[src/logic/btb_pkg.sv]
// Purpose: Shared constants for the bus trace and breakpoint unit and its debug host.
// Assumes: Byte-wide register window reached through btb_if.
// Notes: Host register words are 32-bit aligned on AXI4-Lite.
package btb_pkg;
    // Byte offsets inside the monitor register window.
    localparam logic [3:0] OFS_FORCED_RESET = 4'h0;
    localparam logic [3:0] OFS_CMP_A_HIGH = 4'h1;
    localparam logic [3:0] OFS_CMP_A_LOW = 4'h2;
    localparam logic [3:0] OFS_CMP_B_HIGH = 4'h3;
    localparam logic [3:0] OFS_CMP_B_LOW = 4'h4;
    localparam logic [3:0] OFS_FIFO_HIGH = 4'h5;
    localparam logic [3:0] OFS_FIFO_LOW = 4'h6;
    localparam logic [3:0] OFS_CONTROL = 4'h7;
    localparam logic [3:0] OFS_STATUS = 4'h8;
    // Bit positions in monitor_control.
    localparam int CTL_MONITOR_ENABLE = 7;
    localparam int CTL_ARM = 6;
    localparam int CTL_TAG = 5;
    localparam int CTL_BREAK_ENABLE = 4;
    localparam int CTL_A_DIR_VALUE = 3;
    localparam int CTL_A_DIR_QUALIFY = 2;
    localparam int CTL_B_DIR_VALUE = 1;
    localparam int CTL_B_DIR_QUALIFY = 0;
    // Bit positions in the status byte and the forced reset byte.
    localparam int STS_A_FLAG = 7;
    localparam int STS_B_FLAG = 6;
    localparam int STS_ARMED = 5;
    localparam int FORCE_RESET_BIT = 0;
    // Reset values.
    localparam logic [7:0] RESET_BYTE = 8'h00;
    localparam logic [15:0] RESET_WORD = 16'h0000;
    // Trace store depth and full count.
    localparam int FIFO_DEPTH = 8;
    localparam logic [3:0] FIFO_FULL_COUNT = 4'h8;
    // Trigger modes.
    localparam logic [3:0] TRG_A_ONLY = 4'h0;
    localparam logic [3:0] TRG_A_OR_B = 4'h1;
    localparam logic [3:0] TRG_A_THEN_B = 4'h2;
    localparam logic [3:0] TRG_EVENT_B = 4'h3;
    localparam logic [3:0] TRG_A_THEN_EVENT_B = 4'h4;
    localparam logic [3:0] TRG_A_AND_B_DATA = 4'h5;
    localparam logic [3:0] TRG_A_AND_NOT_B_DATA = 4'h6;
    localparam logic [3:0] TRG_INSIDE = 4'h7;
    localparam logic [3:0] TRG_OUTSIDE = 4'h8;
    // Host AXI4-Lite register byte addresses, command fields and the status busy bit.
    localparam logic [3:0] HOST_CMD = 4'h0;
    localparam logic [3:0] HOST_STATUS = 4'h4;
    localparam int CMD_ADDR_LSB = 8;
    localparam int CMD_WRITE = 16;
    localparam int CMD_SERIAL = 17;
    localparam int HSTS_BUSY = 8;
endpackage

[src/logic/btb_if.sv]
// Purpose: Register access link between the debug host and the monitor.
// Assumes: One clock; req held until a one-cycle ack.
// Notes: serial marks accesses issued through background debug commands.
`timescale 1ns/10ps
interface btb_if;
    logic req;
    logic wr;
    logic serial;
    logic [3:0] addr;
    logic [7:0] wdata;
    logic [7:0] rdata;
    logic ack;
    modport device (input req, input wr, input serial, input addr, input wdata, output rdata, output ack);
    modport host (output req, output wr, output serial, output addr, output wdata, input rdata, input ack);
endinterface

[src/logic/btb_device.sv]
// Purpose: Debug monitor with two address comparators, trace store and forced reset control.
// Assumes: CPU bus signals are synchronous to i_clk; trigger mode comes from outside.
// Notes: Rules follow.
// Notes on behaviour
// - Forced reset ignores application program writes.
// - Forced reset register always reads zero.
// - Serial write of bit0 forces reset.
// - Nine monitor bytes readable by application code.
// - Comparator bytes reset zero, write when unarmed.
// - High port read-only, zero in event modes.
// - Low read advances; high read does not.
// - Reader fetches high byte before low.
// - No advance on low reads while armed.
// - Unarmed low read stores last opcode address.
// - Unarmed reads form eight deep delay.
// - Control register accessible at any time.
// - Monitor enable refused while secure.
// - Arm bit sets flag, clears on end.
// - Bit5 selects tag or force break.
// - Bit4 enables breaks from trigger events.
// - Qualify select does not move break timing.
// - Bits 3:2 qualify comparator A direction.
// - Bits 1:0 qualify comparator B direction.
// - Run ends on full or trigger.
// - Event modes always run begin traces.
`timescale 1ns/10ps
module btb_device (
    // Clock and reset
    input wire logic i_clk,
    input wire logic i_rst,
    // Register link
    btb_if.device bus,
    // CPU bus
    input wire logic i_bus_valid,
    input wire logic i_bus_read,
    input wire logic [15:0] i_bus_addr,
    input wire logic [7:0] i_bus_data,
    input wire logic i_opcode_fetch,
    input wire logic i_opcode_exec,
    input wire logic i_secure,
    // Trigger setup
    input wire logic [3:0] i_trig_mode,
    input wire logic i_begin_trace,
    input wire logic i_trigger_qualify_select,
    // Results
    output logic o_force_reset,
    output logic o_break_req,
    output logic o_break_tag,
    output logic o_armed,
    output logic [3:0] o_fifo_count
);
    logic [7:0] ctl_q;
    logic [7:0] cah_q;
    logic [7:0] cal_q;
    logic [7:0] cbh_q;
    logic [7:0] cbl_q;
    logic [15:0] fifo_q [btb_pkg::FIFO_DEPTH];
    logic [3:0] cnt_q;
    logic a_flag_q;
    logic b_flag_q;
    logic a_seen_q;
    logic begun_q;
    logic [15:0] last_fetch_q;
    logic [7:0] rdata_q;
    logic ack_q;
    logic force_q;
    logic brk_q;
    logic acc;
    logic wr_acc;
    logic rd_low;
    logic armed;
    logic event_only;
    logic begin_trace;
    logic dir_a_ok;
    logic dir_b_ok;
    logic qual_ok;
    logic match_a;
    logic match_b;
    logic data_b;
    logic trig;
    logic store;
    logic run_end;
    logic [15:0] cmp_a;
    logic [15:0] cmp_b;
    logic [15:0] store_word;
    logic [7:0] ctl_wr;
    logic [7:0] status;

    assign acc = bus.req && !ack_q;
    assign wr_acc = acc && bus.wr;
    assign rd_low = acc && !bus.wr && bus.addr == btb_pkg::OFS_FIFO_LOW;
    assign armed = ctl_q[btb_pkg::CTL_ARM];
    assign cmp_a = {cah_q, cal_q};
    assign cmp_b = {cbh_q, cbl_q};
    assign event_only = i_trig_mode == btb_pkg::TRG_EVENT_B || i_trig_mode == btb_pkg::TRG_A_THEN_EVENT_B;
    assign begin_trace = event_only || i_begin_trace;
    assign dir_a_ok = !ctl_q[btb_pkg::CTL_A_DIR_QUALIFY] || (i_bus_read == ctl_q[btb_pkg::CTL_A_DIR_VALUE]);
    assign dir_b_ok = !ctl_q[btb_pkg::CTL_B_DIR_QUALIFY] || (i_bus_read == ctl_q[btb_pkg::CTL_B_DIR_VALUE]);
    assign qual_ok = !i_trigger_qualify_select || i_opcode_exec;
    assign match_a = armed && i_bus_valid && qual_ok && dir_a_ok && i_bus_addr == cmp_a;
    assign match_b = armed && i_bus_valid && qual_ok && dir_b_ok && i_bus_addr == cmp_b;
    assign data_b = match_a && i_bus_data == cbl_q;

    always_comb
    begin
        unique case (i_trig_mode)
            btb_pkg::TRG_A_ONLY: trig = match_a;
            btb_pkg::TRG_A_OR_B: trig = match_a || match_b;
            btb_pkg::TRG_A_THEN_B: trig = match_b && a_seen_q;
            btb_pkg::TRG_EVENT_B: trig = match_b;
            btb_pkg::TRG_A_THEN_EVENT_B: trig = match_b && a_seen_q;
            btb_pkg::TRG_A_AND_B_DATA: trig = data_b;
            btb_pkg::TRG_A_AND_NOT_B_DATA: trig = match_a && i_bus_data != cbl_q;
            btb_pkg::TRG_INSIDE: trig = armed && i_bus_valid && qual_ok && i_bus_addr >= cmp_a && i_bus_addr <= cmp_b;
            btb_pkg::TRG_OUTSIDE: trig = armed && i_bus_valid && qual_ok && (i_bus_addr < cmp_a || i_bus_addr > cmp_b);
            default: trig = 1'b0;
        endcase
    end

    // Event modes store the data byte at each event; others store fetch addresses.
    always_comb
    begin
        store = 1'b0;
        store_word = i_bus_addr;
        if (armed && event_only)
        begin
            store = trig;
            store_word = {8'h00, i_bus_data};
        end
        else if (armed && begin_trace)
        begin
            store = i_opcode_fetch && (begun_q || trig);
        end
        else if (armed)
        begin
            store = i_opcode_fetch;
        end
    end

    // A begin trace ends when the store fills, an end trace at its trigger.
    assign run_end = armed && (begin_trace ? (store && cnt_q == btb_pkg::FIFO_FULL_COUNT - 4'h1) : trig);

    always_comb
    begin
        ctl_wr = bus.wdata;
        if (i_secure && !ctl_q[btb_pkg::CTL_MONITOR_ENABLE])
        begin
            ctl_wr[btb_pkg::CTL_MONITOR_ENABLE] = 1'b0;
        end
        if (!ctl_wr[btb_pkg::CTL_MONITOR_ENABLE])
        begin
            ctl_wr[btb_pkg::CTL_ARM] = 1'b0;
        end
    end

    // Software writes win over a run ending in the same cycle.
    always_ff @(posedge i_clk or posedge i_rst)
    begin
        if (i_rst)
        begin
            ctl_q <= btb_pkg::RESET_BYTE;
        end
        else if (wr_acc && bus.addr == btb_pkg::OFS_CONTROL)
        begin
            ctl_q <= ctl_wr;
        end
        else if (run_end)
        begin
            ctl_q[btb_pkg::CTL_ARM] <= 1'b0;
        end
    end

    always_ff @(posedge i_clk or posedge i_rst)
    begin
        if (i_rst)
        begin
            cah_q <= btb_pkg::RESET_BYTE;
            cal_q <= btb_pkg::RESET_BYTE;
            cbh_q <= btb_pkg::RESET_BYTE;
            cbl_q <= btb_pkg::RESET_BYTE;
        end
        else if (wr_acc && !armed)
        begin
            if (bus.addr == btb_pkg::OFS_CMP_A_HIGH)
                cah_q <= bus.wdata;
            if (bus.addr == btb_pkg::OFS_CMP_A_LOW)
                cal_q <= bus.wdata;
            if (bus.addr == btb_pkg::OFS_CMP_B_HIGH)
                cbh_q <= bus.wdata;
            if (bus.addr == btb_pkg::OFS_CMP_B_LOW)
                cbl_q <= bus.wdata;
        end
    end

    // Run bookkeeping is cleared when a write arms the monitor.
    always_ff @(posedge i_clk or posedge i_rst)
    begin
        if (i_rst)
        begin
            cnt_q <= 4'h0;
            a_flag_q <= 1'b0;
            b_flag_q <= 1'b0;
            a_seen_q <= 1'b0;
            begun_q <= 1'b0;
        end
        else if (wr_acc && bus.addr == btb_pkg::OFS_CONTROL && ctl_wr[btb_pkg::CTL_ARM] && !armed)
        begin
            cnt_q <= 4'h0;
            a_flag_q <= 1'b0;
            b_flag_q <= 1'b0;
            a_seen_q <= 1'b0;
            begun_q <= 1'b0;
        end
        else if (armed)
        begin
            if (store && cnt_q != btb_pkg::FIFO_FULL_COUNT)
                cnt_q <= cnt_q + 4'h1;
            a_flag_q <= a_flag_q || match_a;
            b_flag_q <= b_flag_q || match_b;
            a_seen_q <= a_seen_q || match_a;
            begun_q <= begun_q || trig;
        end
    end

    always_ff @(posedge i_clk or posedge i_rst)
    begin
        if (i_rst)
            last_fetch_q <= btb_pkg::RESET_WORD;
        else if (i_bus_valid && i_opcode_fetch)
            last_fetch_q <= i_bus_addr;
    end

    // The store is a shift line: words enter at the top and are read at the bottom.
    always_ff @(posedge i_clk or posedge i_rst)
    begin
        if (i_rst)
        begin
            for (int i = 0; i < btb_pkg::FIFO_DEPTH; i++)
                fifo_q[i] <= btb_pkg::RESET_WORD;
        end
        else if (store || (rd_low && !armed))
        begin
            for (int i = 0; i < btb_pkg::FIFO_DEPTH - 1; i++)
                fifo_q[i] <= fifo_q[i + 1];
            fifo_q[btb_pkg::FIFO_DEPTH - 1] <= store ? store_word : last_fetch_q;
        end
    end

    always_comb
    begin
        status = btb_pkg::RESET_BYTE;
        status[btb_pkg::STS_A_FLAG] = a_flag_q;
        status[btb_pkg::STS_B_FLAG] = b_flag_q;
        status[btb_pkg::STS_ARMED] = armed && ctl_q[btb_pkg::CTL_MONITOR_ENABLE];
        status[3:0] = cnt_q;
    end

    always_ff @(posedge i_clk or posedge i_rst)
    begin
        if (i_rst)
        begin
            rdata_q <= btb_pkg::RESET_BYTE;
            ack_q <= 1'b0;
        end
        else
        begin
            ack_q <= acc;
            if (acc && !bus.wr)
            begin
                unique case (bus.addr)
                    btb_pkg::OFS_CMP_A_HIGH: rdata_q <= cah_q;
                    btb_pkg::OFS_CMP_A_LOW: rdata_q <= cal_q;
                    btb_pkg::OFS_CMP_B_HIGH: rdata_q <= cbh_q;
                    btb_pkg::OFS_CMP_B_LOW: rdata_q <= cbl_q;
                    btb_pkg::OFS_FIFO_HIGH: rdata_q <= event_only ? btb_pkg::RESET_BYTE : fifo_q[0][15:8];
                    btb_pkg::OFS_FIFO_LOW: rdata_q <= fifo_q[0][7:0];
                    btb_pkg::OFS_CONTROL: rdata_q <= ctl_q;
                    btb_pkg::OFS_STATUS: rdata_q <= status;
                    default: rdata_q <= btb_pkg::RESET_BYTE;
                endcase
            end
        end
    end

    // Forced reset pulses only for a serial debug write of a one.
    always_ff @(posedge i_clk or posedge i_rst)
    begin
        if (i_rst)
            force_q <= 1'b0;
        else
            force_q <= wr_acc && bus.serial && bus.addr == btb_pkg::OFS_FORCED_RESET
                && bus.wdata[btb_pkg::FORCE_RESET_BIT];
    end

    // Break timing depends only on the run end, not on the qualify select.
    always_ff @(posedge i_clk or posedge i_rst)
    begin
        if (i_rst)
            brk_q <= 1'b0;
        else
            brk_q <= run_end && ctl_q[btb_pkg::CTL_BREAK_ENABLE];
    end

    assign bus.ack = ack_q;
    assign bus.rdata = rdata_q;
    assign o_force_reset = force_q;
    assign o_break_req = brk_q;
    assign o_break_tag = ctl_q[btb_pkg::CTL_TAG];
    assign o_armed = status[btb_pkg::STS_ARMED];
    assign o_fifo_count = cnt_q;
endmodule

[src/flat_wrapper.sv]
// flat-port wrapper written by rule: the top's interface ports become plain ports
module btb_device_flat 
  (i_clk, i_rst, i_bus_valid, i_bus_read, i_bus_addr, i_bus_data, i_opcode_fetch, i_opcode_exec, i_secure, i_trig_mode, i_begin_trace, i_trigger_qualify_select, o_force_reset, o_break_req, o_break_tag, o_armed, o_fifo_count, bus_req, bus_wr, bus_serial, bus_addr, bus_wdata, bus_rdata, bus_ack);
  btb_if bus_i ();
  input wire logic i_clk;
  input wire logic i_rst;
  input wire logic i_bus_valid;
  input wire logic i_bus_read;
  input wire logic [15:0] i_bus_addr;
  input wire logic [7:0] i_bus_data;
  input wire logic i_opcode_fetch;
  input wire logic i_opcode_exec;
  input wire logic i_secure;
  input wire logic [3:0] i_trig_mode;
  input wire logic i_begin_trace;
  input wire logic i_trigger_qualify_select;
  output logic o_force_reset;
  output logic o_break_req;
  output logic o_break_tag;
  output logic o_armed;
  output logic [3:0] o_fifo_count;
  input wire logic [$bits(bus_i.req)-1:0] bus_req;
  input wire logic [$bits(bus_i.wr)-1:0] bus_wr;
  input wire logic [$bits(bus_i.serial)-1:0] bus_serial;
  input wire logic [$bits(bus_i.addr)-1:0] bus_addr;
  input wire logic [$bits(bus_i.wdata)-1:0] bus_wdata;
  output wire logic [$bits(bus_i.rdata)-1:0] bus_rdata;
  output wire logic [$bits(bus_i.ack)-1:0] bus_ack;
  assign bus_i.req = bus_req;
  assign bus_i.wr = bus_wr;
  assign bus_i.serial = bus_serial;
  assign bus_i.addr = bus_addr;
  assign bus_i.wdata = bus_wdata;
  assign bus_rdata = bus_i.rdata;
  assign bus_ack = bus_i.ack;
  btb_device u_core (.i_clk(i_clk), .i_rst(i_rst), .bus(bus_i), .i_bus_valid(i_bus_valid), .i_bus_read(i_bus_read), .i_bus_addr(i_bus_addr), .i_bus_data(i_bus_data), .i_opcode_fetch(i_opcode_fetch), .i_opcode_exec(i_opcode_exec), .i_secure(i_secure), .i_trig_mode(i_trig_mode), .i_begin_trace(i_begin_trace), .i_trigger_qualify_select(i_trigger_qualify_select), .o_force_reset(o_force_reset), .o_break_req(o_break_req), .o_break_tag(o_break_tag), .o_armed(o_armed), .o_fifo_count(o_fifo_count));
endmodule
[config.mk]
export PLATFORM = sky130hd
export DESIGN_NAME = btb_device_flat
export DESIGN_NICKNAME = d
export VERILOG_FILES = /design/src/logic/btb_pkg.sv /design/src/logic/btb_if.sv /design/src/logic/btb_device.sv /design/src/flat_wrapper.sv
export SDC_FILE = /design/constraint.sdc
export NUM_CORES = 1
export LEC_CHECK = 0
export ABC_AREA = 1
export BUFFER_PORTS_ARGS = -buffer_cell sky130_fd_sc_hd__buf_2
export CORE_ASPECT_RATIO = 1.4
export CORE_MARGIN = 4
export CORE_UTILIZATION = 61
export CTS_CLUSTER_DIAMETER = 150
export DETAILED_ROUTE_END_ITERATION = 8
export GPL_ROUTABILITY_DRIVEN = 0
export HOLD_SLACK_MARGIN = 0.06
export PLACE_DENSITY = 0.81
export SLEW_MARGIN = 10
export SYNTH_ARGS = -nofsm -noshare
export SYNTH_HDL_FRONTEND = slang
export SYNTH_SLANG_ARGS = --single-unit
[constraint.sdc]
create_clock -name i_clk -period 7.1 [get_ports i_clk]
set_clock_uncertainty 0.2 [all_clocks]
set_input_delay 0.355 -clock i_clk [delete_from_list [all_inputs] [get_ports i_clk]]
set_output_delay 0.355 -clock i_clk [all_outputs]
set_load 0.01 [all_outputs]
After elaboration in Yosys (flattened, before gate mapping)
Index checks and enable logic that the tools add are counted.
- bits in registers: 203
- input bits: 52
- output and inout port bits: 17
- word-level logic and storage cells: 141
- $add $sub $neg: 1
- $lt $le $gt $ge: 4
- equality and inequality tests: 24
- muxes and demuxes: 24
- reduce and logical (&&, ||, !) cells: 64
- operators by type and width (cell ; count):
    one-hot mux 8 bit (8 select lines) ; 1
    equality test 4 x 3 -> 1 bit, second input constant ; 9
    logical AND 1 bit ; 34
    equality test 16 bit ; 2
    two-way mux 16 bit ; 2
    equality test 4 x 2 -> 1 bit, second input constant ; 4
    greater-or-equal comparator 16 bit ; 1
    greater-than comparator 16 bit ; 1
    less-or-equal comparator 16 bit ; 1
    < comparator 16 bit ; 1
    two-way mux 1 bit ; 16
    logical OR 1 bit ; 12
    two-way mux 4 bit ; 3
    AND reduction 2 bit ; 5
    equality test 4 x 1 -> 1 bit, second input constant ; 2
    equality test 4 bit, second input constant ; 2
    equality test 8 bit ; 1
    logical NOT 4 bit ; 2
    two-way mux 8 bit ; 1
    != test 8 bit ; 1
    one-hot mux 1 bit (8 select lines) ; 1
    logical NOT 1 bit ; 7
    nonzero test 2 bit ; 3
    adder 4 x 1 -> 4 bit, second input constant ; 1
    3 further kinds ; 4

Depth between registers and ports, before layout
Gate-level depths: netlist of run 1.
- word-level depth: 16
- mapped depth: 24

Worst setup path before layout of run 1
No wires, ideal clock.
- path type: register -> register
- start: register u_core.cbl_q[7]
- end: register u_core.fifo_q[32] in the netlist's numbering
- library setup time: 0.119 ns
- arrival: 2.214 ns
- data required time: 6.781 ns
- slack: 4.567 ns
- stages on the path, launching flop included: 18
- buffers on the path: 2
- period minus slack after synthesis: 2.533 ns
- cell sequence: dfrtp_1 > inv_1 > ha_1 > nand2_1 > nor2_1 > nand2_1 > nor2_1 > nand2_1 > or2_1 > nand3_1 > nor2_2 > nand2_1 > nand2_1 > nand2_4 > nor2_4 > buf_6 > buf_6 > o21a_1
- word-level cells in the longest chain between the ends: 9
- RTL lines (what ; line ; RTL):
    from (decl) ; btb_device.sv:56 ; logic [7:0] cbl_q;
    from (signal assigned) ; btb_device.sv:180 ; cbl_q <= btb_pkg::RESET_BYTE;
    from (signal assigned) ; btb_device.sv:191 ; cbl_q <= bus.wdata;
    greater-than comparator 16 bit or equality test 16 bit (tied branches) ; btb_device.sv:115, btb_device.sv:101 ;
    logical OR 1 bit or logical AND 1 bit (tied branches) ; btb_device.sv:115, btb_device.sv:101 ;
    logical AND 1 bit, or another cell as far along ; btb_device.sv:115 ; btb_pkg::TRG_OUTSIDE: trig = armed && i_bus_valid && qual_ok && (i_bus_addr < cmp_a || i_bus_addr > cmp_b);
    one-hot mux 1 bit (8 select lines) * ; btb_device.sv:106 ; unique case (i_trig_mode)
    logical OR 1 bit ; btb_device.sv:132 ; store = i_opcode_fetch && (begun_q || trig);
    logical AND 1 bit ; btb_device.sv:132 ;
    two-way mux 1 bit ; btb_device.sv:130 ; else if (armed && begin_trace)
    two-way mux 1 bit * ; btb_device.sv:125 ; if (armed && event_only)
    logical OR 1 bit * ; btb_device.sv:241 ; else if (store || (rd_low && !armed))
    to (signal, indexed assignment) ; btb_device.sv:239 ; fifo_q[i] <= btb_pkg::RESET_WORD;
    to (signal, indexed assignment) ; btb_device.sv:244 ; fifo_q[i] <= fifo_q[i + 1];
    to (signal, indexed assignment) ; btb_device.sv:245 ; fifo_q[btb_pkg::FIFO_DEPTH - 1] <= store ? store_word : last_fetch_q;
    to (decl) ; btb_device.sv:57 ; logic [15:0] fifo_q [btb_pkg::FIFO_DEPTH];
Every way passes the cells marked *; elsewhere a longest branch is shown, timed or not.
A chain may end at the register's enable or synchronous reset.

Worst setup path in the final report of run 1
- start: input port i_bus_addr[13]
- end: register u_core.fifo_q[33] in the netlist's numbering
- word-level cells in the longest chain between the ends: 9
- RTL lines (what ; line ; RTL):
    from (decl) ; flat_wrapper.sv:9 ; input wire logic [15:0] i_bus_addr;
    < comparator 16 bit, or another cell as far along ; btb_device.sv:115 ;
    logical OR 1 bit, or another cell as far along ; btb_device.sv:115 ;
    logical AND 1 bit, or another cell as far along ; btb_device.sv:115 ;
    one-hot mux 1 bit (8 select lines) * ; btb_device.sv:106 ;
    logical OR 1 bit ; btb_device.sv:132 ;
    logical AND 1 bit ; btb_device.sv:132 ;
    two-way mux 1 bit ; btb_device.sv:130 ;
    two-way mux 1 bit * ; btb_device.sv:125 ;
    logical OR 1 bit * ; btb_device.sv:241 ;
Marks and branches as above.

==> results of run 1 <==
[final cells by class]
| cell class | count | area, um2 |
|---|---|---|
| flip-flops and latches | 203 | 5080 |
| fillers | 1168 | 4620 |
| multi-input cells | 772 | 3810 |
| repair buffers | 99 | 656 |
| clock buffers | 31 | 603 |
| inverters | 142 | 541 |
| well taps | 196 | 245 |
| clock inverters | 4 | 45.0 |
[registers in the layout, summed over array words and instances, names as in the netlist, 4 cells and up]
name and count:
u_core.cal_q 8, u_core.o_fifo_count 4, u_core.cbh_q 8, u_core.bus.rdata 8, u_core.cah_q 8, u_core.cbl_q 8
u_core.fifo_q 128, u_core.ctl_q 8, u_core.last_fetch_q 16
[cell usage in the layout, fill, tap and decap left out, types with 17 or more instances in the layout]
| master | instances |
|---|---|
| a21oi_1 | 25 |
| nand3_1 | 17 |
| o21ai_1 | 24 |
| ha_1 | 34 |
| nand2_1 | 380 |
| dfrtp_1 | 203 |
| nor2_1 | 51 |
| clkbuf_16 | 21 |
| buf_2 | 68 |
| o21ai_0 | 156 |
| o22ai_1 | 17 |
| dlygate4sd3_1 | 28 |
| inv_1 | 141 |
[cells by family (layout without fill, tap and decap cells)]
kind of cell / count (synthesis) / after routing / synth area share [%]
simple gates: 466 / 466 / 19.0
mux: 1 / 1 / 0.116
xor+xnor: 9 / 9 / 0.812
compound gates: 262 / 262 / 15.0
flops: 203 / 203 / 52.3
buf+inv: 187 / 276 / 8.44
fa+ha+maj: 34 / 34 / 4.38
[per-layer routing]
layer  GRT usage [%]  part of all wire, %  up-vias
met5               0                    0        -
met4            12.0                  4.6        0
met3            3.38                  4.5       57
met2            47.3                   52      254
met1            32.6                   39     3814
li1                -                    -     3874
[power by group through the flow]
stage / Clock [mW] / Combinational, mW / Sequential [mW]
floorplan: 0 / 0.421 / 1.56
global placement: 0 / 0.532 / 1.59
detailed placement: 0 / 0.560 / 1.60
CTS: 1.07 / 0.578 / 1.59
global route: 1.11 / 0.675 / 1.62
finish: 1.06 / 0.576 / 1.59
[cell usage after synthesis (4+ instances only)]
library cell / n / share of area [%]
inv_1: 142 / 5.5
a21oi_1: 25 / 1.3
xnor2_1: 8 / 0.72
dfrtp_1: 203 / 52
o2111ai_1: 5 / 0.45
ha_1: 34 / 4.4
nand2_1: 380 / 15
nand3_1: 17 / 0.88
buf_4: 9 / 0.70
nor3_1: 4 / 0.21
clkbuf_1: 19 / 0.73
buf_6: 10 / 1.2
o21ai_0: 156 / 8.0
nor2_1: 51 / 2.0
o21a_1: 16 / 1.2
buf_2: 7 / 0.36
a32oi_1: 6 / 0.54
o21ai_1: 24 / 1.2
o22ai_1: 17 / 1.1
a221oi_1: 7 / 0.63
[critical path, delay by kind of cell]
kind                     cells  cell delay (ns)
buffers and inverters        4             1.23
AND/OR/NAND/NOR             12             2.39
AO/OA/AOI/OAI                1             0.14
adder cells (fa/ha/maj)      1             0.30
[path summary, 6_finish.rpt]
path,to,slack (ns),depth (start not counted)
min in group asynchronous,u_core.fifo_q[106],0.37,3
hold reg to reg,u_core.bus.ack,0.24,1
setup / recovery,u_core.fifo_q[33],2.77,18
setup reg to reg,u_core.fifo_q[33],2.86,17
hold / removal,u_core.ctl_q[3],0.08,3
max in group asynchronous,u_core.cal_q[4],4.76,4
[repair_timing]
item	4_1_cts	5_1_grt
hold buffers	28	0
hold endpoints to repair	155	0
buffers inserted	0	0
[per-stage QoR]
step	hold slack, ns	std cells
final	0.0808	1447
after floorplan	0.243	1162
after detailed placement	0.235	1384
after global placement	0.227	1384
after CTS	0.0619	1447
after global routing	0.0737	1447
==> flow_summary.json, run 1 <==
{
  "placed_area_mm2": 0.0101,
  "rsz0062_at_grt": "false",
  "finalCritPeriodShare_pct": 60.9,
  "initial_core_util_pct": 62.2,
  "hold_path.class": "in2reg",
  "worstSetupPathType": "in2reg",
  "clock_latency_ns": 0.49,
  "leakage_nw": 5.88,
  "cts_buffer_depth": 3,
  "fp.dieH_um": 157,
  "p_int_mw": 2.29,
  "drc_errors": 0,
  "p_seq_share_pct": 49.4,
  "tritoncts": "yes",
  "setup_tns_ns": 0,
  "seq_area_frac_synth_pct": 52.3,
  "relSlewSlack_pct": 18.6,
  "cp_slowest_cell": "nor2_4",
  "crit_path_start": "i_bus_addr[13]",
  "grt_max_degree": 138,
  "ys_ff_latch": 203,
  "antenna_found_initial": 0,
  "synth_edf_count": 0,
  "drt_iter0_drc": 577,
  "maxCapViolCount": 0,
  "switching_share_pct": 28.8,
  "cp-end-kind": "register",
  "clockRootBuffer": "clkbuf_16",
  "nNetsFinal": 1324,
  "grt_pass1_wl_um": 38300,
  "cp_max_fo": 137,
  "cp_common_cell": "nand2_1",
  "coreArea_mm2": 0.0156,
  "htreeDepth": 1,
  "ys_warn_count": 0,
  "setup_viol": 0,
  "die_x_um": 115,
  "dr.pass1.iters": 5,
  "slew_violations": 0,
  "max_stage_delay_ns": 0.80,
  "r2r_start": "u_core.cbh_q[7]",
  "cts.repair.resized": 0,
  "start_kind": "input port",
  "synth_area_mm2": 0.00971,
  "vias": 7999,
  "via_per_inst": 5.53,
  "peakVddDrop_mv": 0.243,
  "period_minus_slack_ns": 4.33,
  "clock.fmax_ghz": 0.231,
  "netlist_instances": 1162,
  "grt_use_total_pct": 26.8,
  "cts_sinks": 203,
  "required_ns": 7.27,
  "wl_um": 23600,
  "clock_power_share_pct": 32.7,
  "final_layout_size_suffix_gt1_share_pct": 8.95,
  "dpl.hpwl_um": 16000,
  "arrival_ns": 4.49,
  "ant_nets": 0,
  "path_cells": "dlygate4sd3_1 -> buf_2 -> ha_1 -> nand2_1 -> nor2_1 -> nand2_1 -> nor2_1 -> inv_1 -> nand2_1 -> nand2_1 -> nand3_1 -> nand4_2 -> nand2_4 -> nand2_4 -> nor2_4 -> buf_12 -> nand2_1 -> o21a_1",
  "outcome": "completed",
  "num_rows": 54,
  "finalHoldViolCount": 0,
  "pre_cts_slack_ns": 2.89,
  "ys_types": 35,
  "setup_ws_ns": 2.77,
  "antenna_cells": 0,
  "p_comb_share_pct": 17.9,
  "p_sw_mw": 0.928,
  "final_core_util_pct": 70.4,
  "syn_avg_cell_area_um2": 8.36,
  "die-area_mm2": 0.0180,
  "total_power_mw": 3.22,
  "grt_pass1_vias": 7772,
  "area_delta_synth_final_pct": 13.1,
  "io_buffers": 68,
  "synth_nets": 1248,
  "async_flop_share_pct": 100,
  "hold_start": "bus_wdata[3]",
  "cts_buffers": 20,
  "overflow": 0,
  "worst_pin_slew_ns": 1.21,
  "pin_count": 69,
  "drt-wirelength-per-cell_um": 16.3,
  "path_clk_slew_ns": 0.06,
  "power_density_mw_per_mm2": 293,
  "fin_area_mm2": 0.0110,
  "synth_top_flop_cell": "dfrtp_1"
}
Power figures use the tool's default switching activity.
==> inputs of run 2 (changes only) <==
--- a/config.mk
+++ b/config.mk
@@ -5,7 +5,7 @@
 export SDC_FILE = /design/constraint.sdc
 export NUM_CORES = 1
 export LEC_CHECK = 0
-export ABC_AREA = 1
+export ABC_AREA = 0
 export BUFFER_PORTS_ARGS = -buffer_cell sky130_fd_sc_hd__buf_2
 export CORE_ASPECT_RATIO = 1.4
 export CORE_MARGIN = 4
==> constraint.sdc (replaced) <==
create_clock -name i_clk -period 4.2 [get_ports i_clk]
set_clock_uncertainty 0.2 [all_clocks]
set_input_delay 0.21 -clock i_clk [delete_from_list [all_inputs] [get_ports i_clk]]
set_output_delay 0.21 -clock i_clk [all_outputs]
set_load 0.01 [all_outputs]
==> run 2 against run 1 <==
Against the previous run:
- combinational power grew 44%
- first-iteration DRC count decreased by 4.0%
- non-clock buffer count is 24 higher
- sequential power is 53% higher
- setup slack got worse by 2.3 ns
- highest routed layer unchanged
==> flow_summary.json, run 2 <==
{
  "outcome": "completed",
  "wl_um": 24800,
  "required_ns": 4.39,
  "synth_area_mm2": 0.00998,
  "r2r_cells": 11,
  "path_cells": "inv_1 -> ha_1 -> a21oi_1 -> o21ai_1 -> a221o_1 -> o31a_1 -> a2111oi_2 -> o41a_1 -> or2_4 -> buf_4 -> mux2_2",
  "initial_core_util_pct": 62.0,
  "worst_pin_slew_ns": 1.14,
  "area_delta_synth_final_pct": 15.6,
  "yosys-top-cells-area": "dfrtp_1, mux2_4, mux2_2, ha_1, nand2_1",
  "final_layout_size_suffix_gt1_share_pct": 32.0,
  "netlist_instances": 795,
  "fin_area_mm2": 0.0115,
  "drt-wirelength-per-cell_um": 22.2,
  "cts_sinks": 203,
  "total_power_mw": 5.02,
  "clockRootBuffer": "clkbuf_16",
  "die_x_um": 116,
  "synth_nets": 881,
  "cts_buffer_depth": 3,
  "io_buffers": 68,
  "num_rows": 55,
  "gr-usage-met3_pct": 4.22,
  "tritoncts": "yes",
  "yosysTopAreaCellShare_pct": 50.9,
  "via_per_inst": 6.36,
  "cp_slowest_cell": "dfrtp_1",
  "htreeDepth": 1,
  "seq_area_frac_synth_pct": 50.9,
  "pin_count": 69,
  "placed_area_mm2": 0.0105,
  "die-area_mm2": 0.0185,
  "maxCapViolCount": 0,
  "finalCritPeriodShare_pct": 89.9,
  "start_kind": "register",
  "holdPathStages": 4,
  "antenna_cells": 0,
  "largest_register_ffs": 128,
  "clock.fmax_ghz": 0.265,
  "layout_common_cells": "dfrtp_1, mux2_4, buf_2",
  "ys_warn_count": 0,
  "dr.pass1.iters": 5,
  "ys_ff_latch": 203,
  "grt_pass1_vias": 7379,
  "async_flop_share_pct": 100,
  "drc_errors": 0,
  "cts_buffers": 20,
  "worstSetupPathType": "reg2reg",
  "crit_path_start": "u_core.cbl_q[7]",
  "cp-end-kind": "register",
  "fp.dieH_um": 159,
  "syn_avg_cell_area_um2": 12.6,
  "hold_path.class": "in2reg",
  "busiest_layer": "met2",
  "clock_latency_ns": 0.50,
  "vias": 7088,
  "antenna_found_initial": 0,
  "final_common_cell": "dfrtp_1",
  "synth_most_common_cell": "dfrtp_1",
  "period_minus_slack_ns": 3.78,
  "synth_top_flop_cell": "dfrtp_1",
  "leakage_nw": 5.45,
  "overflow": 0,
  "arrival_ns": 3.96,
  "ant_nets": 0,
  "ys_types": 57,
  "synth_edf_count": 0,
  "met1_usage_pct": 34.9,
  "finalHoldViolCount": 0,
  "nNetsFinal": 990,
  "slew_violations": 0,
  "top_regs": "u_core.fifo_q: 128 flops, u_core.last_fetch_q: 16 flops",
  "coreArea_mm2": 0.0161,
  "path_clk_slew_ns": 0.06,
  "cts.repair.resized": 0,
  "dpl.hpwl_um": 16300,
  "cp_max_fo": 18,
  "max_stage_delay_ns": 0.43,
  "rsz0062_at_grt": "false",
  "setup_viol": 0,
  "drt_iter0_drc": 554,
  "synth_common_cells": "dfrtp_1, mux2_4, nand2_1",
  "grt_max_degree": 153,
  "setup_tns_ns": 0,
  "yosys.area.top_type": "dfrtp_1",
  "r2r_start": "u_core.cbl_q[7]",
  "gr-usage-met2_pct": 44.9,
  "power_density_mw_per_mm2": 435,
  "regMostFlops": "u_core.fifo_q",
  "hold_start": "bus_addr[3]",
  "grt_pass1_wl_um": 39900,
  "grt_use_total_pct": 27.4,
  "relSlewSlack_pct": 23.3,
  "peakVddDrop_mv": 0.425
}
## run 2: cell types whose count changed after synthesis, moves of 9 or more
| cell | change |
|---|---|
| nand4_1 | +10 |
| nor2_1 | -14 |
| o21ai_1 | -22 |
| o22ai_1 | -9 |
| buf_4 | -9 |
| o21ai_0 | -129 |
| xor2_1 | +9 |
| inv_1 | -102 |
| mux2_2 | +55 |
| mux2_4 | +100 |
| nand2_1 | -319 |
| nand3_1 | +14 |
## run 2: worst max-delay path: cells and delay by family, from the launching register on
family	cells	cell delay, ns
muxes	1	0.37
DFF	1	0.43
buffers and inverters	2	0.46
adders and majority gates	1	0.31
and+or+nand+nor	1	0.33
AOI/OAI and AO/OA	6	1.57
## run 2: final cells by class
class | instances | area, um2
Sequential cell | 203 | 5080
Clock inverter | 4 | 33.8
Inverter | 40 | 154
Tap cell | 199 | 249
Fill cell | 1050 | 4560
Multi-Input combinational cell | 516 | 4520
Clock buffer | 30 | 608
Timing Repair Buffer | 123 | 893
## run 2: worst paths after layout
kind / end / slack (ns)
worst max register to register: u_core.fifo_q[74] / 0.42
worst max-delay path: u_core.fifo_q[74] / 0.42
worst min-delay path: u_core.bus.rdata[5] / 0.08
max in group asynchronous: u_core.last_fetch_q[3] / 2.89
min in group asynchronous: u_core.fifo_q[109] / 0.25
worst min register to register: u_core.bus.ack / 0.26
## run 2: what timing repair did
action / 4_1_cts / 5_1_grt
hold endpoints to repair: 278 / 0
buffers inserted: 0 / 0
hold buffers: 41 / 0
## run 2: stage by stage
stage               util (%)  hold slack (ns)  setup WS, ns  instances
finish                  71.7           0.0774         0.424       1115
global route            71.7            0.135         0.231       1115
CTS                     71.7           0.0606         0.462       1115
floorplan                  -            0.115         0.925        795
global placement        65.1            0.246         0.497       1040
detailed placement      65.1            0.253         0.469       1040
## run 2: per-layer routing
metal / part of all wire, % / vias to the layer above
met5: 0 / -
met4: 5.8 / 0
met3: 6.8 / 107
met2: 49 / 387
met1: 38 / 3521
li1: - / 3073
## run 2: cell families (layout without fill, tap and decap cells)
kind of cell | Yosys count | count (layout) | synth area share, %
AND/OR/NAND/NOR | 181 | 181 | 8.54
AO/OA/AOI/OAI | 126 | 126 | 8.77
flip-flops | 203 | 203 | 50.9
multiplexers | 165 | 165 | 22.8
adder cells (fa/ha/maj) | 34 | 34 | 4.26
buffers and inverters | 76 | 197 | 3.86
XOR/XNOR | 10 | 10 | 0.877
## run 2: power by group
part           internal (mW)  total, mW  leakage (nW)  switching, mW
Clock                   1.00       1.74         0.315          0.743
Combinational          0.441      0.832          2.44          0.391
Sequential              2.22       2.44          2.69          0.222
==> inputs of run 3 (changes only) <==
--- a/config.mk
+++ b/config.mk
@@ -7,7 +7,7 @@
 export LEC_CHECK = 0
 export ABC_AREA = 0
 export BUFFER_PORTS_ARGS = -buffer_cell sky130_fd_sc_hd__buf_2
-export CORE_ASPECT_RATIO = 1.4
+export CORE_ASPECT_RATIO = 0.8
 export CORE_MARGIN = 4
 export CORE_UTILIZATION = 61
 export CTS_CLUSTER_DIAMETER = 150
@@ -15,6 +15,7 @@
 export GPL_ROUTABILITY_DRIVEN = 0
 export HOLD_SLACK_MARGIN = 0.06
 export PLACE_DENSITY = 0.81
+export SKIP_LAST_GASP = 1
 export SLEW_MARGIN = 10
 export SYNTH_ARGS = -nofsm -noshare
 export SYNTH_HDL_FRONTEND = slang
==> constraint.sdc (replaced) <==
create_clock -name i_clk -period 4.2 [get_ports i_clk]
set_clock_uncertainty 0.2 [all_clocks]
set_input_delay 0.42 -clock i_clk [delete_from_list [all_inputs] [get_ports i_clk]]
set_output_delay 0.42 -clock i_clk [all_outputs]
set_load 0.01 [all_outputs]
==> run 3 against run 2 <==
Against the previous run:
- sequential share of layout area increased by 0.41 points
- non-clock buffer count decreased by 21
- clock-buffer cell count decreased by 2
- register-to-register slack improved by 0.05 ns
- utilization increased by 0.23 points
- setup slack got worse by 0.096 ns
- die area about the same
- sequential power about the same
==> flow_summary.json, run 3 (same netlist as run 2, synthesis figures left out) <==
{
  "fillCellCount": 1057,
  "pin_count": 69,
  "cts_buffers": 20,
  "coreArea_mm2": 0.0159,
  "drt-wirelength-per-cell_um": 22.4,
  "arrival_ns": 4.05,
  "cts.repair.resized": 0,
  "tritoncts": "yes",
  "grt_pass1_wl_um": 38600,
  "start_kind": "input port",
  "path_clk_slew_ns": 0.06,
  "min_to": "u_core.last_fetch_q[6]",
  "holdPathStages": 2,
  "area_delta_synth_final_pct": 14.5,
  "finalCritPeriodShare_pct": 92.2,
  "die_x_um": 151,
  "htreeDepth": 1,
  "power_density_mw_per_mm2": 452,
  "initial_core_util_pct": 62.8,
  "slew_violations": 0,
  "period_minus_slack_ns": 3.87,
  "final_core_util_pct": 71.9,
  "cp-end-kind": "register",
  "r2r_start": "u_core.cbl_q[1]",
  "setup_viol": 0,
  "io_buffers": 68,
  "ant_nets": 0,
  "clock_latency_ns": 0.50,
  "dpl.hpwl_um": 17200,
  "peakVddDrop_mv": 0.439,
  "wl_um": 24900,
  "cts_sinks": 203,
  "layout_common_cells": "dfrtp_1, mux2_4, buf_2",
  "antenna_found_initial": 0,
  "fin_area_mm2": 0.0114,
  "multi_input_area_mm2": 0.00453,
  "worstSetupPathType": "in2reg",
  "clock.fmax_ghz": 0.258,
  "cp_max_fo": 48,
  "leakage_nw": 5.40,
  "cts_buffer_depth": 3,
  "hold_path.class": "in2reg",
  "via_per_inst": 6.30,
  "post-cts-setup-buffers": 0,
  "finalHoldViolCount": 0,
  "timing.rr.end": "u_core.fifo_q[76]",
  "placed_area_mm2": 0.0105,
  "dr.pass1.iters": 6,
  "setup_tns_ns": 0,
  "grt_pass1_vias": 6944,
  "maxCapViolCount": 0,
  "worst_pin_slew_ns": 1.23,
  "hold_start": "i_bus_addr[6]",
  "antenna_cells": 0,
  "grt_max_degree": 145,
  "relSlewSlack_pct": 16.9,
  "rsz0062_at_grt": "false",
  "final_common_cell": "dfrtp_1",
  "overflow": 0,
  "top_regs": "u_core.fifo_q: 128 flops, u_core.last_fetch_q: 16 flops",
  "reg2reg_slack_ns": 0.47,
  "grt_use_total_pct": 27.2,
  "drt_iter0_drc": 734,
  "nNetsFinal": 969,
  "final_layout_size_suffix_gt1_share_pct": 32.9,
  "r2r_cells": 11,
  "required_ns": 4.38,
  "num_rows": 41,
  "area.sequential_mm2": 0.00508,
  "vias": 6994,
  "die-area_mm2": 0.0185,
  "outcome": "completed",
  "fp.dieH_um": 122,
  "drc_errors": 0,
  "clockRootBuffer": "clkbuf_16",
  "regMostFlops": "u_core.fifo_q",
  "largest_register_ffs": 128
}
-- run 3: cell types whose count changed in the layout (fill, tap and decap cells not counted), moves of 2 or more --
cell / previous run / this run
buf_4: 11 / 8
bufinv_16: 0 / 2
clkbuf_1: 3 / 1
dlygate4sd3_1: 41 / 22
-- run 3: what timing repair did --
action	CTS	global route
setup endpoints to repair	0	0
hold buffers	22	0
endpoints found under the hold margin	237	0
-- run 3: how the worst max path moves through the flow --
| stage | startpoint | end | slack [ns] |
|---|---|---|---|
| 6_report | i_bus_addr[12] | u_core.fifo_q[76] | 0.33 |
| 5_1_grt | i_bus_addr[11] | u_core.fifo_q[76] | 0.24 |
| 4_1_cts | i_bus_addr[15] | u_core.fifo_q[76] | 0.45 |
| 3_5_place_dp | i_bus_addr[7] | u_core.fifo_q[76] | 0.49 |
| 3_3_place_gp | i_bus_addr[7] | u_core.fifo_q[76] | 0.57 |
| 2_1_floorplan | i_bus_addr[14] | u_core.fifo_q[100] | 0.90 |
-- run 3: final cells by class --
type	instances	area share [%]
Tap cell	215	2.35
Sequential cell	203	44.4
Clock inverter	7	0.799
Timing Repair Buffer	102	6.13
Inverter	40	1.35
Clock buffer	28	5.35
Multi-Input combinational cell	516	39.6
-- run 3: critical path: stages --
cell           delay [ns]
dlygate4sd3_1        0.54
buf_2                0.16
ha_1                 0.31
nand4_1              0.22
or4_4                0.60
o31a_1               0.14
a2111oi_2            0.48
o41a_1               0.25
or2_4                0.18
buf_12               0.31
mux2_2               0.39
-- run 3: per-stage QoR --
stage / hold WS (ns) / total power, mW / cells / setup WS (ns)
global route: 0.0721 / 5.38 / 1111 / 0.240
floorplan: 0.241 / 2.97 / 795 / 0.900
global placement: 0.243 / 3.20 / 1054 / 0.570
finish: 0.0746 / 5.17 / 1111 / 0.329
CTS: 0.0632 / 5.17 / 1111 / 0.453
detailed placement: 0.256 / 3.25 / 1054 / 0.491
-- run 3: power by group --
group | leakage, nW | total [mW] | switching [mW] | internal, mW
Sequential | 2.69 | 2.43 | 0.217 | 2.22
Combinational | 2.35 | 0.848 | 0.414 | 0.434
Clock | 0.348 | 1.89 | 0.746 | 1.14
-- run 3: metal layers --
layer | track usage, % | up-vias | wire, um
li1 | - | 3031 | -
met1 | 38.9 | 3444 | 10100
met2 | 40.6 | 443 | 10900
met3 | 8.12 | 76 | 2970
met4 | 7.98 | 0 | 889
met5 | 0 | - | 0
